`config.mk`:
```
export PLATFORM = sky130hd
export DESIGN_NAME = limit_test_binning
export DESIGN_NICKNAME = d
export VERILOG_FILES = /design/src/pkg/limit_pkg.sv /design/src/bin_strobe.sv /design/src/limit_eval.sv /design/src/limit_test_binning.sv
export SDC_FILE = /design/constraint.sdc
export NUM_CORES = 1
export LEC_CHECK = 0
export ABC_CLOCK_PERIOD_IN_PS = 3300
export BUFFER_PORTS_ARGS = -buffer_cell sky130_fd_sc_hd__clkbuf_2
export CAP_MARGIN = 20
export CORE_ASPECT_RATIO = 1.4
export CORE_MARGIN = 2
export CORE_UTILIZATION = 41
export DETAILED_ROUTE_END_ITERATION = 10
export GPL_ROUTABILITY_DRIVEN = 1
export PLACE_DENSITY = 0.59
export SYNTH_ARGS = -nofsm -noshare
export SYNTH_HDL_FRONTEND = slang
export SYNTH_SLANG_ARGS = --single-unit
export TNS_END_PERCENT = 5
```
`constraint.sdc`:
```
create_clock -name pclk -period 3.3 [get_ports pclk]
set_input_delay 0.495 -clock pclk [delete_from_list [all_inputs] [get_ports pclk]]
set_output_delay 0.495 -clock pclk [all_outputs]
set_load 0.02 [all_outputs]
```
`src/pkg/limit_pkg.sv`:
```
/*
 Shared constants and carriers for the limit test and binning block.
 Assumes a 25 MHz pclk and an APB master with 32-bit data.
*/
package limit_pkg;
	localparam int CLK_HZ = 25000000;
	// Strobe must exceed 10 us: one extra cycle keeps it strictly longer
	localparam int STROBE_US = 10;
	localparam int STROBE_CYC = (STROBE_US * (CLK_HZ / 1000000)) + 1;
	localparam int STROBE_W = 9;
	localparam logic [STROBE_W-1:0] STROBE_LEN = STROBE_CYC[STROBE_W-1:0];

	localparam int RD_W = 32;

	// Register byte addresses
	localparam logic [7:0] ADDR_CTRL = 8'h00;
	localparam logic [7:0] ADDR_ACTION = 8'h04;
	localparam logic [7:0] ADDR_PATTERN = 8'h08;
	localparam logic [7:0] ADDR_LO1 = 8'h0c;
	localparam logic [7:0] ADDR_HI1 = 8'h10;
	localparam logic [7:0] ADDR_LO2 = 8'h14;
	localparam logic [7:0] ADDR_HI2 = 8'h18;
	localparam logic [7:0] ADDR_STATUS = 8'h1c;
	localparam logic [7:0] ADDR_READING = 8'h20;
	localparam logic [7:0] ADDR_DIRECT = 8'h24;

	// CTRL fields
	localparam int CTRL_EN1 = 0;
	localparam int CTRL_EN2 = 1;
	localparam int CTRL_AUTO1 = 2;
	localparam int CTRL_AUTO2 = 3;
	localparam int CTRL_STROBE = 4;
	localparam int CTRL_POL_LSB = 8;
	// ACTION fields (write one to act)
	localparam int ACT_CLR1 = 0;
	localparam int ACT_CLR2 = 1;
	localparam int ACT_REEVAL = 2;
	// PATTERN fields: pass, lo1, hi1, lo2, hi2 nibbles
	localparam int PAT_PASS = 0;
	localparam int PAT_LO1 = 4;
	localparam int PAT_HI1 = 8;
	localparam int PAT_LO2 = 12;
	localparam int PAT_HI2 = 16;
	// STATUS fields
	localparam int ST_FAIL1 = 0;
	localparam int ST_FAIL2 = 1;
	localparam int ST_COMP = 2;
	localparam int ST_LINES = 4;

	localparam logic [3:0] PAT_RST = 4'h0;
	localparam logic [3:0] POL_RST = 4'hf;

	typedef struct packed {
		logic signed [RD_W-1:0] lo1;
		logic signed [RD_W-1:0] hi1;
		logic signed [RD_W-1:0] lo2;
		logic signed [RD_W-1:0] hi2;
	} limits_t;

	typedef struct packed {
		logic [3:0] pass;
		logic [3:0] lo1;
		logic [3:0] hi1;
		logic [3:0] lo2;
		logic [3:0] hi2;
	} patterns_t;

	typedef struct packed {
		logic fail1;
		logic fail2;
		logic [3:0] pattern;
	} verdict_t;
endpackage

```
`src/bin_strobe.sv`:
```
/*
 Strobe pulse generator for line four of the output port.
 Assumes start is a one-cycle pulse on pclk.
*/
`timescale 1ns/100ps
`default_nettype none
module bin_strobe (
	// Clock and reset
	input wire logic pclk,
	input wire logic presetn,
	// Control
	input wire logic start,
	output logic active
);
	import limit_pkg::*;

	logic [STROBE_W-1:0] count;

	always_ff @(posedge pclk or negedge presetn) begin
		if (!presetn) begin
			count <= '0;
		end else if (start) begin
			count <= STROBE_LEN;
		end else if (count != '0) begin
			count <= count - 1'b1;
		end
	end

	assign active = (count != '0);
endmodule
`default_nettype wire

```
`src/limit_eval.sv`:
```
/*
 Combinational evaluation of one reading against both limit pairs.
 Assumes limits and patterns are stable while the result is sampled.
*/
`timescale 1ns/100ps
`default_nettype none
module limit_eval (
	// Inputs
	input wire logic signed [limit_pkg::RD_W-1:0] reading,
	input wire logic en1,
	input wire logic en2,
	input wire limit_pkg::limits_t lim,
	input wire limit_pkg::patterns_t pat,
	// Result
	output limit_pkg::verdict_t verdict
);
	import limit_pkg::*;

	logic lo1_bad, hi1_bad, lo2_bad, hi2_bad;

	// Disabled pairs report no outcome at all
	assign lo1_bad = en1 && (reading < lim.lo1);
	assign hi1_bad = en1 && (reading > lim.hi1);
	assign lo2_bad = en2 && (reading < lim.lo2);
	assign hi2_bad = en2 && (reading > lim.hi2);

	always_comb begin
		verdict.fail1 = lo1_bad | hi1_bad;
		verdict.fail2 = lo2_bad | hi2_bad;
		// Priority chain follows the test order; first failure wins
		if (lo1_bad) begin
			verdict.pattern = pat.lo1;
		end else if (hi1_bad) begin
			verdict.pattern = pat.hi1;
		end else if (lo2_bad) begin
			verdict.pattern = pat.lo2;
		end else if (hi2_bad) begin
			verdict.pattern = pat.hi2;
		end else begin
			verdict.pattern = pat.pass;
		end
	end
endmodule
`default_nettype wire

```
`src/limit_test_binning.sv`:
```
/*
 Limit test and binning: APB registers, sticky fail flags, output port.
 Assumes an APB master on pclk and a measurement core that pulses
 reading_valid with each new reading and pulses idle_enter on idle entry.
*/
`timescale 1ns/100ps
`default_nettype none
// How it works
// - Each enabled pair is checked against every new reading.
// - Order: low one, high one, low two, high two.
// - Disabled pairs are skipped and give no outcome.
// - Any enabled pair takes the port; direct writes are ignored.
// - Disabling a pair clears its sticky fail flag.
// - Fail flag reads 1 on fail, 0 on pass, no bound shown.
// - Reading a fail flag leaves it unchanged.
// - Clear action resets that pair's flag at once.
// - Auto-clear resets flag on idle entry; otherwise it holds.
// - No failure drives the programmed pass pattern.
// - Pattern bit n drives line n+1, weight two to the n.
// - Each line's true level follows its own polarity bit.
// - With strobe on, line four leaves the pattern.
// - With strobe on, pattern first, then over 10 us pulse on line four.
// - Composite result is OR of both fail flags.
// - Reading the composite result clears nothing.
// - New limits and patterns apply from the next evaluation; polarity and strobe settings apply at once.
// - Without a new conversion or a re-evaluate no test runs.
// - Re-evaluate reruns tests on the stored reading, current limits.
// - Re-evaluate never starts a conversion.
// - Each bound has its own fail pattern.
// - First failing bound in a pass picks the pattern.
module limit_test_binning (
	// Clock and reset
	input wire logic pclk,
	input wire logic presetn,
	// APB slave
	input wire logic psel,
	input wire logic penable,
	input wire logic pwrite,
	input wire logic [7:0] paddr,
	input wire logic [31:0] pwdata,
	output logic [31:0] prdata,
	output logic pready,
	output logic pslverr,
	// Measurement core
	input wire logic reading_valid,
	input wire logic [limit_pkg::RD_W-1:0] reading_in,
	input wire logic idle_enter,
	// Digital output port
	output logic [3:0] dout
);
	import limit_pkg::*;

	// ------------------------------------------------------------
	// Register state
	// ------------------------------------------------------------
	logic en1, en2, auto1, auto2, strobe_en;
	logic [3:0] polarity;
	patterns_t pat;
	limits_t lim;
	logic [3:0] direct;
	logic [RD_W-1:0] last_reading;
	logic fail1, fail2;
	logic [3:0] lines_true;
	logic strobe_start;

	logic wr_en, rd_en;
	logic clr1, clr2, reeval;
	logic eval_now;
	logic limit_owns;
	verdict_t verdict;
	logic strobe_active;

	// Zero wait states: every access completes in its first access cycle
	assign wr_en = psel && penable && pwrite;
	assign rd_en = psel && !penable && !pwrite;

	assign clr1 = wr_en && (paddr == ADDR_ACTION) && pwdata[ACT_CLR1];
	assign clr2 = wr_en && (paddr == ADDR_ACTION) && pwdata[ACT_CLR2];
	assign reeval = wr_en && (paddr == ADDR_ACTION) && pwdata[ACT_REEVAL];

	// Only a completed conversion or an explicit re-run triggers a test
	assign eval_now = reading_valid || reeval;
	assign limit_owns = en1 || en2;

	// ------------------------------------------------------------
	// Configuration writes
	// ------------------------------------------------------------
	always_ff @(posedge pclk or negedge presetn) begin
		if (!presetn) begin
			en1 <= 1'b0;
			en2 <= 1'b0;
			auto1 <= 1'b0;
			auto2 <= 1'b0;
			strobe_en <= 1'b0;
			polarity <= POL_RST;
		end else if (wr_en && paddr == ADDR_CTRL) begin
			en1 <= pwdata[CTRL_EN1];
			en2 <= pwdata[CTRL_EN2];
			auto1 <= pwdata[CTRL_AUTO1];
			auto2 <= pwdata[CTRL_AUTO2];
			strobe_en <= pwdata[CTRL_STROBE];
			polarity <= pwdata[CTRL_POL_LSB +: 4];
		end
	end

	always_ff @(posedge pclk or negedge presetn) begin
		if (!presetn) begin
			pat <= '{PAT_RST, PAT_RST, PAT_RST, PAT_RST, PAT_RST};
		end else if (wr_en && paddr == ADDR_PATTERN) begin
			pat.pass <= pwdata[PAT_PASS +: 4];
			pat.lo1 <= pwdata[PAT_LO1 +: 4];
			pat.hi1 <= pwdata[PAT_HI1 +: 4];
			pat.lo2 <= pwdata[PAT_LO2 +: 4];
			pat.hi2 <= pwdata[PAT_HI2 +: 4];
		end
	end

	// Limits change nothing until the next evaluation picks them up
	always_ff @(posedge pclk or negedge presetn) begin
		if (!presetn) begin
			lim <= '0;
		end else if (wr_en) begin
			case (paddr)
			ADDR_LO1: lim.lo1 <= pwdata;
			ADDR_HI1: lim.hi1 <= pwdata;
			ADDR_LO2: lim.lo2 <= pwdata;
			ADDR_HI2: lim.hi2 <= pwdata;
			default: lim <= lim;
			endcase
		end
	end

	// General output control; ignored while a limit pair owns the port
	always_ff @(posedge pclk or negedge presetn) begin
		if (!presetn) begin
			direct <= 4'h0;
		end else if (wr_en && paddr == ADDR_DIRECT && !limit_owns) begin
			direct <= pwdata[3:0];
		end
	end

	// ------------------------------------------------------------
	// Reading store and evaluation
	// ------------------------------------------------------------
	// Re-evaluation reuses this store and never asks for a conversion
	always_ff @(posedge pclk or negedge presetn) begin
		if (!presetn) begin
			last_reading <= '0;
		end else if (reading_valid) begin
			last_reading <= reading_in;
		end
	end

	limit_eval u_eval (
		.reading(reading_valid ? reading_in : last_reading),
		.en1(en1),
		.en2(en2),
		.lim(lim),
		.pat(pat),
		.verdict(verdict)
	);

	// ------------------------------------------------------------
	// Sticky fail flags
	// ------------------------------------------------------------
	// A failing test wins over a clear in the same cycle
	always_ff @(posedge pclk or negedge presetn) begin
		if (!presetn) begin
			fail1 <= 1'b0;
		end else if (!en1) begin
			fail1 <= 1'b0;
		end else if (eval_now && verdict.fail1) begin
			fail1 <= 1'b1;
		end else if (clr1 || (auto1 && idle_enter)) begin
			fail1 <= 1'b0;
		end
	end

	always_ff @(posedge pclk or negedge presetn) begin
		if (!presetn) begin
			fail2 <= 1'b0;
		end else if (!en2) begin
			fail2 <= 1'b0;
		end else if (eval_now && verdict.fail2) begin
			fail2 <= 1'b1;
		end else if (clr2 || (auto2 && idle_enter)) begin
			fail2 <= 1'b0;
		end
	end

	// ------------------------------------------------------------
	// Output pattern and strobe
	// ------------------------------------------------------------
	always_ff @(posedge pclk or negedge presetn) begin
		if (!presetn) begin
			lines_true <= 4'h0;
			strobe_start <= 1'b0;
		end else begin
			strobe_start <= eval_now && limit_owns && strobe_en;
			if (eval_now && limit_owns) begin
				lines_true <= verdict.pattern;
			end
		end
	end

	// Pulse starts the cycle after the pattern lands on lines one to three
	bin_strobe u_strobe (
		.pclk(pclk),
		.presetn(presetn),
		.start(strobe_start),
		.active(strobe_active)
	);

	always_ff @(posedge pclk or negedge presetn) begin
		if (!presetn) begin
			dout <= 4'h0;
		end else if (limit_owns) begin
			dout[2:0] <= lines_true[2:0] ^ ~polarity[2:0];
			if (strobe_en) begin
				dout[3] <= strobe_active ^ ~polarity[3];
			end else begin
				dout[3] <= lines_true[3] ^ ~polarity[3];
			end
		end else begin
			dout <= direct ^ ~polarity;
		end
	end

	// ------------------------------------------------------------
	// APB read path
	// ------------------------------------------------------------
	// Reads are side-effect free; flags keep their values
	always_ff @(posedge pclk or negedge presetn) begin
		if (!presetn) begin
			prdata <= 32'h0;
		end else if (rd_en) begin
			prdata <= 32'h0;
			case (paddr)
			ADDR_CTRL: begin
				prdata[CTRL_EN1] <= en1;
				prdata[CTRL_EN2] <= en2;
				prdata[CTRL_AUTO1] <= auto1;
				prdata[CTRL_AUTO2] <= auto2;
				prdata[CTRL_STROBE] <= strobe_en;
				prdata[CTRL_POL_LSB +: 4] <= polarity;
			end
			ADDR_PATTERN: begin
				prdata[PAT_PASS +: 4] <= pat.pass;
				prdata[PAT_LO1 +: 4] <= pat.lo1;
				prdata[PAT_HI1 +: 4] <= pat.hi1;
				prdata[PAT_LO2 +: 4] <= pat.lo2;
				prdata[PAT_HI2 +: 4] <= pat.hi2;
			end
			ADDR_LO1: prdata <= lim.lo1;
			ADDR_HI1: prdata <= lim.hi1;
			ADDR_LO2: prdata <= lim.lo2;
			ADDR_HI2: prdata <= lim.hi2;
			ADDR_STATUS: begin
				prdata[ST_FAIL1] <= fail1;
				prdata[ST_FAIL2] <= fail2;
				prdata[ST_COMP] <= fail1 | fail2;
				prdata[ST_LINES +: 4] <= lines_true;
			end
			ADDR_READING: prdata <= last_reading;
			ADDR_DIRECT: prdata[3:0] <= direct;
			default: prdata <= 32'h0;
			endcase
		end
	end

	// Unmapped addresses answer with an error in the access cycle
	always_ff @(posedge pclk or negedge presetn) begin
		if (!presetn) begin
			pslverr <= 1'b0;
		end else if (psel && !penable) begin
			case (paddr)
			ADDR_CTRL, ADDR_ACTION, ADDR_PATTERN, ADDR_LO1, ADDR_HI1,
			ADDR_LO2, ADDR_HI2, ADDR_STATUS, ADDR_READING,
			ADDR_DIRECT: pslverr <= 1'b0;
			default: pslverr <= 1'b1;
			endcase
		end else begin
			pslverr <= 1'b0;
		end
	end

	always_ff @(posedge pclk or negedge presetn) begin
		if (!presetn) begin
			pready <= 1'b0;
		end else begin
			pready <= psel && !penable;
		end
	end
endmodule
`default_nettype wire

```
* Word level (Yosys, flattened, before mapping)
Cells that the tools add are included.
Cells by class: mux-type cells 24, bitwise gates (word level) 10, reductions and logical operators 37, order comparisons 4, equality and inequality tests 11, add/subtract/negate cells 1
Operators by type and width (number):
- $gt 32x32->1 | 2
- $lt 32x32->1 | 2
- $pmux 12 s5 | 1
- $pmux 8 s6 | 1
- $eq 8x5->1 const B | 4
- $mux 32 | 1
- $pmux 4 s7 | 1
- $pmux 3 s9 | 1
- $logic_and 1x1->1 | 22
- $pmux 3 s7 | 1
- $mux 4 | 5
- $mux 9 | 2
- $eq 8x4->1 const B | 2
- $eq 8x6->1 const B | 2
- $pmux 1 s8 | 2
- $reduce_or 10->1 | 1
- $mux 1 | 9
- $reduce_bool 9->1 | 1
- $sub 9x1->9 const B | 1
- $eq 8x3->1 const B | 1
- $logic_not 8->1 | 1
- $reduce_and 2->1 | 4
- $ne 3x1->1 const B | 2
- $logic_or 1x1->1 | 4
- other kinds (9) | 14
Word-level totals: bits of input ports 79, flip-flop bits (word level) 247

* Logic depth before layout (Yosys ltp)
word-level depth 8, depth in mapped cells 13

* Cells and area by module
A second synthesis with hierarchy kept.
Unflattened totals: cell total of the unflattened synthesis 1359, area, all modules 14976.9 um2
By module, submodules not included:
- limit_test_binning | area each 10944.2 um2, cells an instance 824, times used 1, seq. area each 5960.7 um2
- limit_eval | area each 3522.1 um2, cells an instance 482, times used 1, seq. area each 0.0 um2
- bin_strobe | area each 510.5 um2, cells an instance 53, times used 1, seq. area each 225.2 um2

* Least setup slack after synthesis
Ideal clock, no wire load.
path kind input-to-reg, start point in reading_valid, end point reg lines_true[0], stages 13, path slack -357 ps, data required time 3168 ps, setup time 132 ps, arrival 3525 ps, path through buf_2 > buf_1 > mux2_2 > ha_1 > a211oi_1 > nor2_1 > a2111oi_0 > o22ai_1 > or4_1 > and2_1 > clkbuf_1 > nand4_1 > o211ai_2
On the way: cells in the longest elaborated chain, start to end 7, elaborated cells between the ends (all ways) 15
RTL lines:
- from (decl) | RTL line limit_test_binning.sv:45 | input wire logic reading_valid,
- $mux 32 *
- via u_eval.reading (one bit) | RTL line limit_eval.sv:9 | input wire logic signed [limit_pkg::RD_W-1:0] reading,
- $gt 32x32->1 | RTL line limit_eval.sv:25 | assign hi2_bad = en2 && (reading > lim.hi2);
- $logic_and 1x1->1 | RTL line limit_eval.sv:25
- $mux 4 | RTL line limit_eval.sv:37 | end else if (hi2_bad) begin
- $mux 4 | RTL line limit_eval.sv:35 | end else if (lo2_bad) begin
- $mux 4 | RTL line limit_eval.sv:33 | end else if (hi1_bad) begin
- $mux 4 * | RTL line limit_eval.sv:31 | if (lo1_bad) begin
- to (signal assigned) | RTL line limit_test_binning.sv:201 | lines_true <= verdict.pattern;
- to (decl) | RTL line limit_test_binning.sv:63 | logic [3:0] lines_true;
The timed path passes the listed nets; every way through them passes the cells marked *. A chain may end at the register's enable or synchronous reset.

* Worst setup path in the final report
start point in reading_valid, end point reg lines_true[2]
The elaborated chain is that of the path after synthesis.

==> flow_metrics.py <==
metrics = {
    "worst_hold_path": {
        "whs_endpoint": "lim[25]",
        "hold_start": "pwdata[25]",
        "hp-class": "in2reg",
        "hold_depth": 3,
    },
    "placed_design": {
        "dp.cells": 1905,
        "port_buffers": 116,
        "dp_hpwl_mm": 31.25,
        "gp_congestion": 0.9053,
    },
    "detailed_routing": {
        "remaining_drc_errors": 0,
        "dr.first_iter.drc_count": 761,
        "viasPerCell": 5.559,
        "wl_per_cell_um": 21.61,
        "first_pass_iters": 6,
        "routed_wl_mm": 42.25,
        "vias": 10868,
        "drtAntennaViolNets": 0,
    },
    "yosys": {
        "yosysSeqAreaShare_pct": 45.05,
        "yosys.area.top_type_share_pct": 44.28,
        "ys_warn_count": 0,
        "synth_top_area_cell": "dfrtp_1",
        "ys_ff_latch": 247,
        "syn-instance-count": 1284,
        "synth.area.top_cells": "dfrtp_1, mux2_2, ha_1",
        "syn_nets": 1490,
        "yosysUniqueCellTypes": 69,
        "async_reset_ff_share_pct": 100.0,
        "netlist_area_um2": 13730,
        "synth_edf_count": 0,
        "avgSynthCellArea_um2": 10.69,
        "yosys_most_used_dff": "dfrtp_1",
    },
    "clock_tree": {
        "clockBufferDepth": 3,
        "cts_tree": "done",
        "clkTransAtPathRegs_ps": 60,
        "cts_htree_levels": 1,
        "worstSkewPairLatency_ps": 550,
        "cts_buffers": 27,
        "cts_num_sinks": 247,
        "post-cts-setup-buffer-count": 0,
        "cts_root_buffer": "clkbuf_16",
    },
    "cells_and_area": {
        "drive_gt1_share_pct": 29.60,
        "final-instance-count-excl-fill": 1955,
        "finalNetCount": 1696,
        "final_core_util_pct": 49.87,
        "layout_common_cells": "dfrtp_1, mux2_2, inv_1",
        "final_common_cell": "dfrtp_1",
        "area_growth_pct": 20.25,
        "antennaDiodeCount": 0,
    },
    "sta": {
        "hold_ws_ps": 203.8,
        "relSlewSlack_pct": 41.10,
        "clock.fmax_mhz": 323.2,
        "rsz0062_at_grt": "false",
        "hold_viol": 0,
        "finalCritPeriodShare_pct": 93.76,
        "fin_skew_ps": 6.225,
        "setup_viol": 0,
        "drv_slew": 0,
        "worst_slew_pin_slew_ps": 876.2,
        "fin_crit_ps": 3094,
    },
    "grt": {
        "grt_pass1_vias": 11471,
        "antenna_found_initial": 0,
        "grt_usage_pct": 24.85,
        "grt_first_pass_wirelength_mm": 65.49,
        "gr-total-overflow": 0,
        "grt_max_degree": 86,
    },
    "die": {
        "die-height_um": 220.5,
        "start_util_pct": 41.47,
        "ios": 117,
        "die_w_um": 158.7,
        "rows": 79,
        "die-area_um2": 34990,
        "coreArea_um2": 33110,
    },
    "critical_path": {
        "r2r-start": "last_reading[11]",
        "max_stage_delay_ps": 570,
        "cp.arrival_ps": 3520,
        "crit_fanout": 13,
        "path_buf_inv": 5,
        "cp-start-kind": "input port",
        "r2r_end": "lines_true[2]",
        "critPathTopFamily": "simple AND/OR/NAND/NOR gates",
        "path_cells": "clkbuf_2 -> buf_12 -> buf_4 -> mux2_2 -> buf_4 -> ha_1 -> a21boi_1 -> o31ai_2 -> buf_4 -> a21oi_1 -> or4_1 -> and2_1 -> nand4_1 -> o211ai_2",
        "path_class": "in2reg",
        "end_kind": "flop",
        "reg2regPathDepth": 11,
        "crit_top_cell": "buf_4",
        "reg2reg_slack_ps": 220,
        "required_ps": 3730,
        "critPathSlowestCell": "or4_1",
    },
    "power_and_ir_drop": {
        "power_leakage_nw": 7.656,
        "worst_ir_drop_vdd_mv": 0.3750,
        "swShare_pct": 27.26,
        "power_frac_comb_pct": 16.5,
        "pwr-share-seq_pct": 44.1,
        "p_sw_mw": 2.077,
        "p_int_mw": 5.544,
        "pwr-share-clk_pct": 39.4,
        "powerDensity_nw_per_um2": 461.5,
    },
    "run_status": {
        "status": "completed",
    },
    "run": {
        "drv_cap": 0,
    },
}
## timing repair
action                                 CTS  global route
setup endpoints to repair                0             5
resized for setup                        0             3
endpoints found under the hold margin   71             0
hold buffers                             1             0
## registers in the layout, indices dropped and copies added, names as in the netlist
signal / flops
lim: 128
last_reading: 32
prdata: 32
pat: 20
u_strobe.count: 9
direct: 4
dout: 4
lines_true: 4
polarity: 4
auto1: 1
auto2: 1
en1: 1
en2: 1
fail1: 1
fail2: 1
pready: 1
pslverr: 1
strobe_en: 1
strobe_start: 1
## kinds of logic after synthesis
kind of cell / count (synthesis) / synth area share (%)
AO/OA/AOI/OAI: 280 / 14.11
adder cells (fa/ha/maj): 127 / 11.57
buffers and inverters: 185 / 5.121
multiplexers: 179 / 14.60
AND/OR/NAND/NOR: 257 / 8.975
flip-flops: 247 / 45.05
XOR/XNOR: 9 / 0.5740
## worst max-delay path by stage
stage / to / start / slack [ps] / cells after the start
after floorplan: lines_true[3] / reading_valid / -10 / 10
after global placement: lines_true[0] / reading_valid / -450 / 13
after detailed placement: lines_true[2] / reading_valid / -490 / 13
after CTS: lines_true[2] / last_reading[13] / 40 / 11
after global routing: lines_true[3] / last_reading[9] / 40 / 11
final: lines_true[2] / reading_valid / 210 / 14
## worst reg2reg max path, stage by stage (launching register included)
cell       delay (ps)
dfrtp_1           380
mux2_2            300
ha_1              320
a21oi_1           150
o21ai_0           130
a2111oi_2         420
buf_4             170
o22ai_1            60
or4_1             550
and2_1            240
nand4_1           140
o211ai_2          100
## Yosys cell counts, types with 3 or more instances
cell         n
dfrtp_1    243
mux2_2     153
inv_1      136
ha_1       127
nand2_1     83
nor2_1      74
a21oi_1     61
o21ai_0     61
a222oi_1    35
clkbuf_1    30
nand4_1     29
a31oi_1     26
mux2i_1     18
a22oi_1     15
nor3_1      13
buf_1       12
nand2b_1    10
nand3_1     10
o21a_1       9
a21o_1       8
a211oi_1     7
buf_2        7
mux2_1       7
a221oi_1     6
nand3b_1     6
a41oi_1      5
nor2b_1      5
xor2_1       5
a211o_1      4
a22o_1       4
dfstp_2      4
nor4_1       4
o211ai_2     4
xnor2_1      4
a2111oi_0    3
a21boi_0     3
a2bb2oi_1    3
and3_1       3
and4_1       3
o211ai_1     3
o31ai_1      3
or4_1        3
## stage by stage
step	area, µm²	total power, mW	TNS [ps]	setup slack (ps)
floorplan	13760	4.106	-12.19	-12.19
global placement	15620	4.645	-2210	-451.5
detailed placement	15620	4.669	-2362	-487.5
CTS	16500	7.684	0	39.19
global route	16510	7.974	0	42.25
finish	16510	7.621	0	205.9
## layout make-up
cell class,instances,area [µm²]
Tap cell,445,556.8
Sequential cell,247,6186
Timing Repair Buffer,226,1494
Clock buffer,44,819.5
Inverter,136,510.5
Fill cell,3064,16600
Clock inverter,5,50.05
Multi-Input combinational cell,852,6895
## power groups by stage
stage	logic (mW)	registers, mW	clock network (mW)
after floorplan	0.644	3.46	0
after detailed placement	1.26	3.41	0
final	1.26	3.36	3.00
after global routing	1.41	3.38	3.18
after CTS	1.27	3.36	3.06
after global placement	1.24	3.41	0
## routing by layer
metal / share of wire (%) / wire length [µm] / global-route usage, % / up-vias
met5: 0 / 0 / 0 / -
met2: 52 / 22040 / 44.94 / 289
li1: - / - / - / 5101
met4: 4.6 / 1963 / 11.89 / 0
met3: 4.1 / 1744 / 2.526 / 102
met1: 39 / 16500 / 29.28 / 5376
No activity file was read; power rests on OpenSTA's default activity.
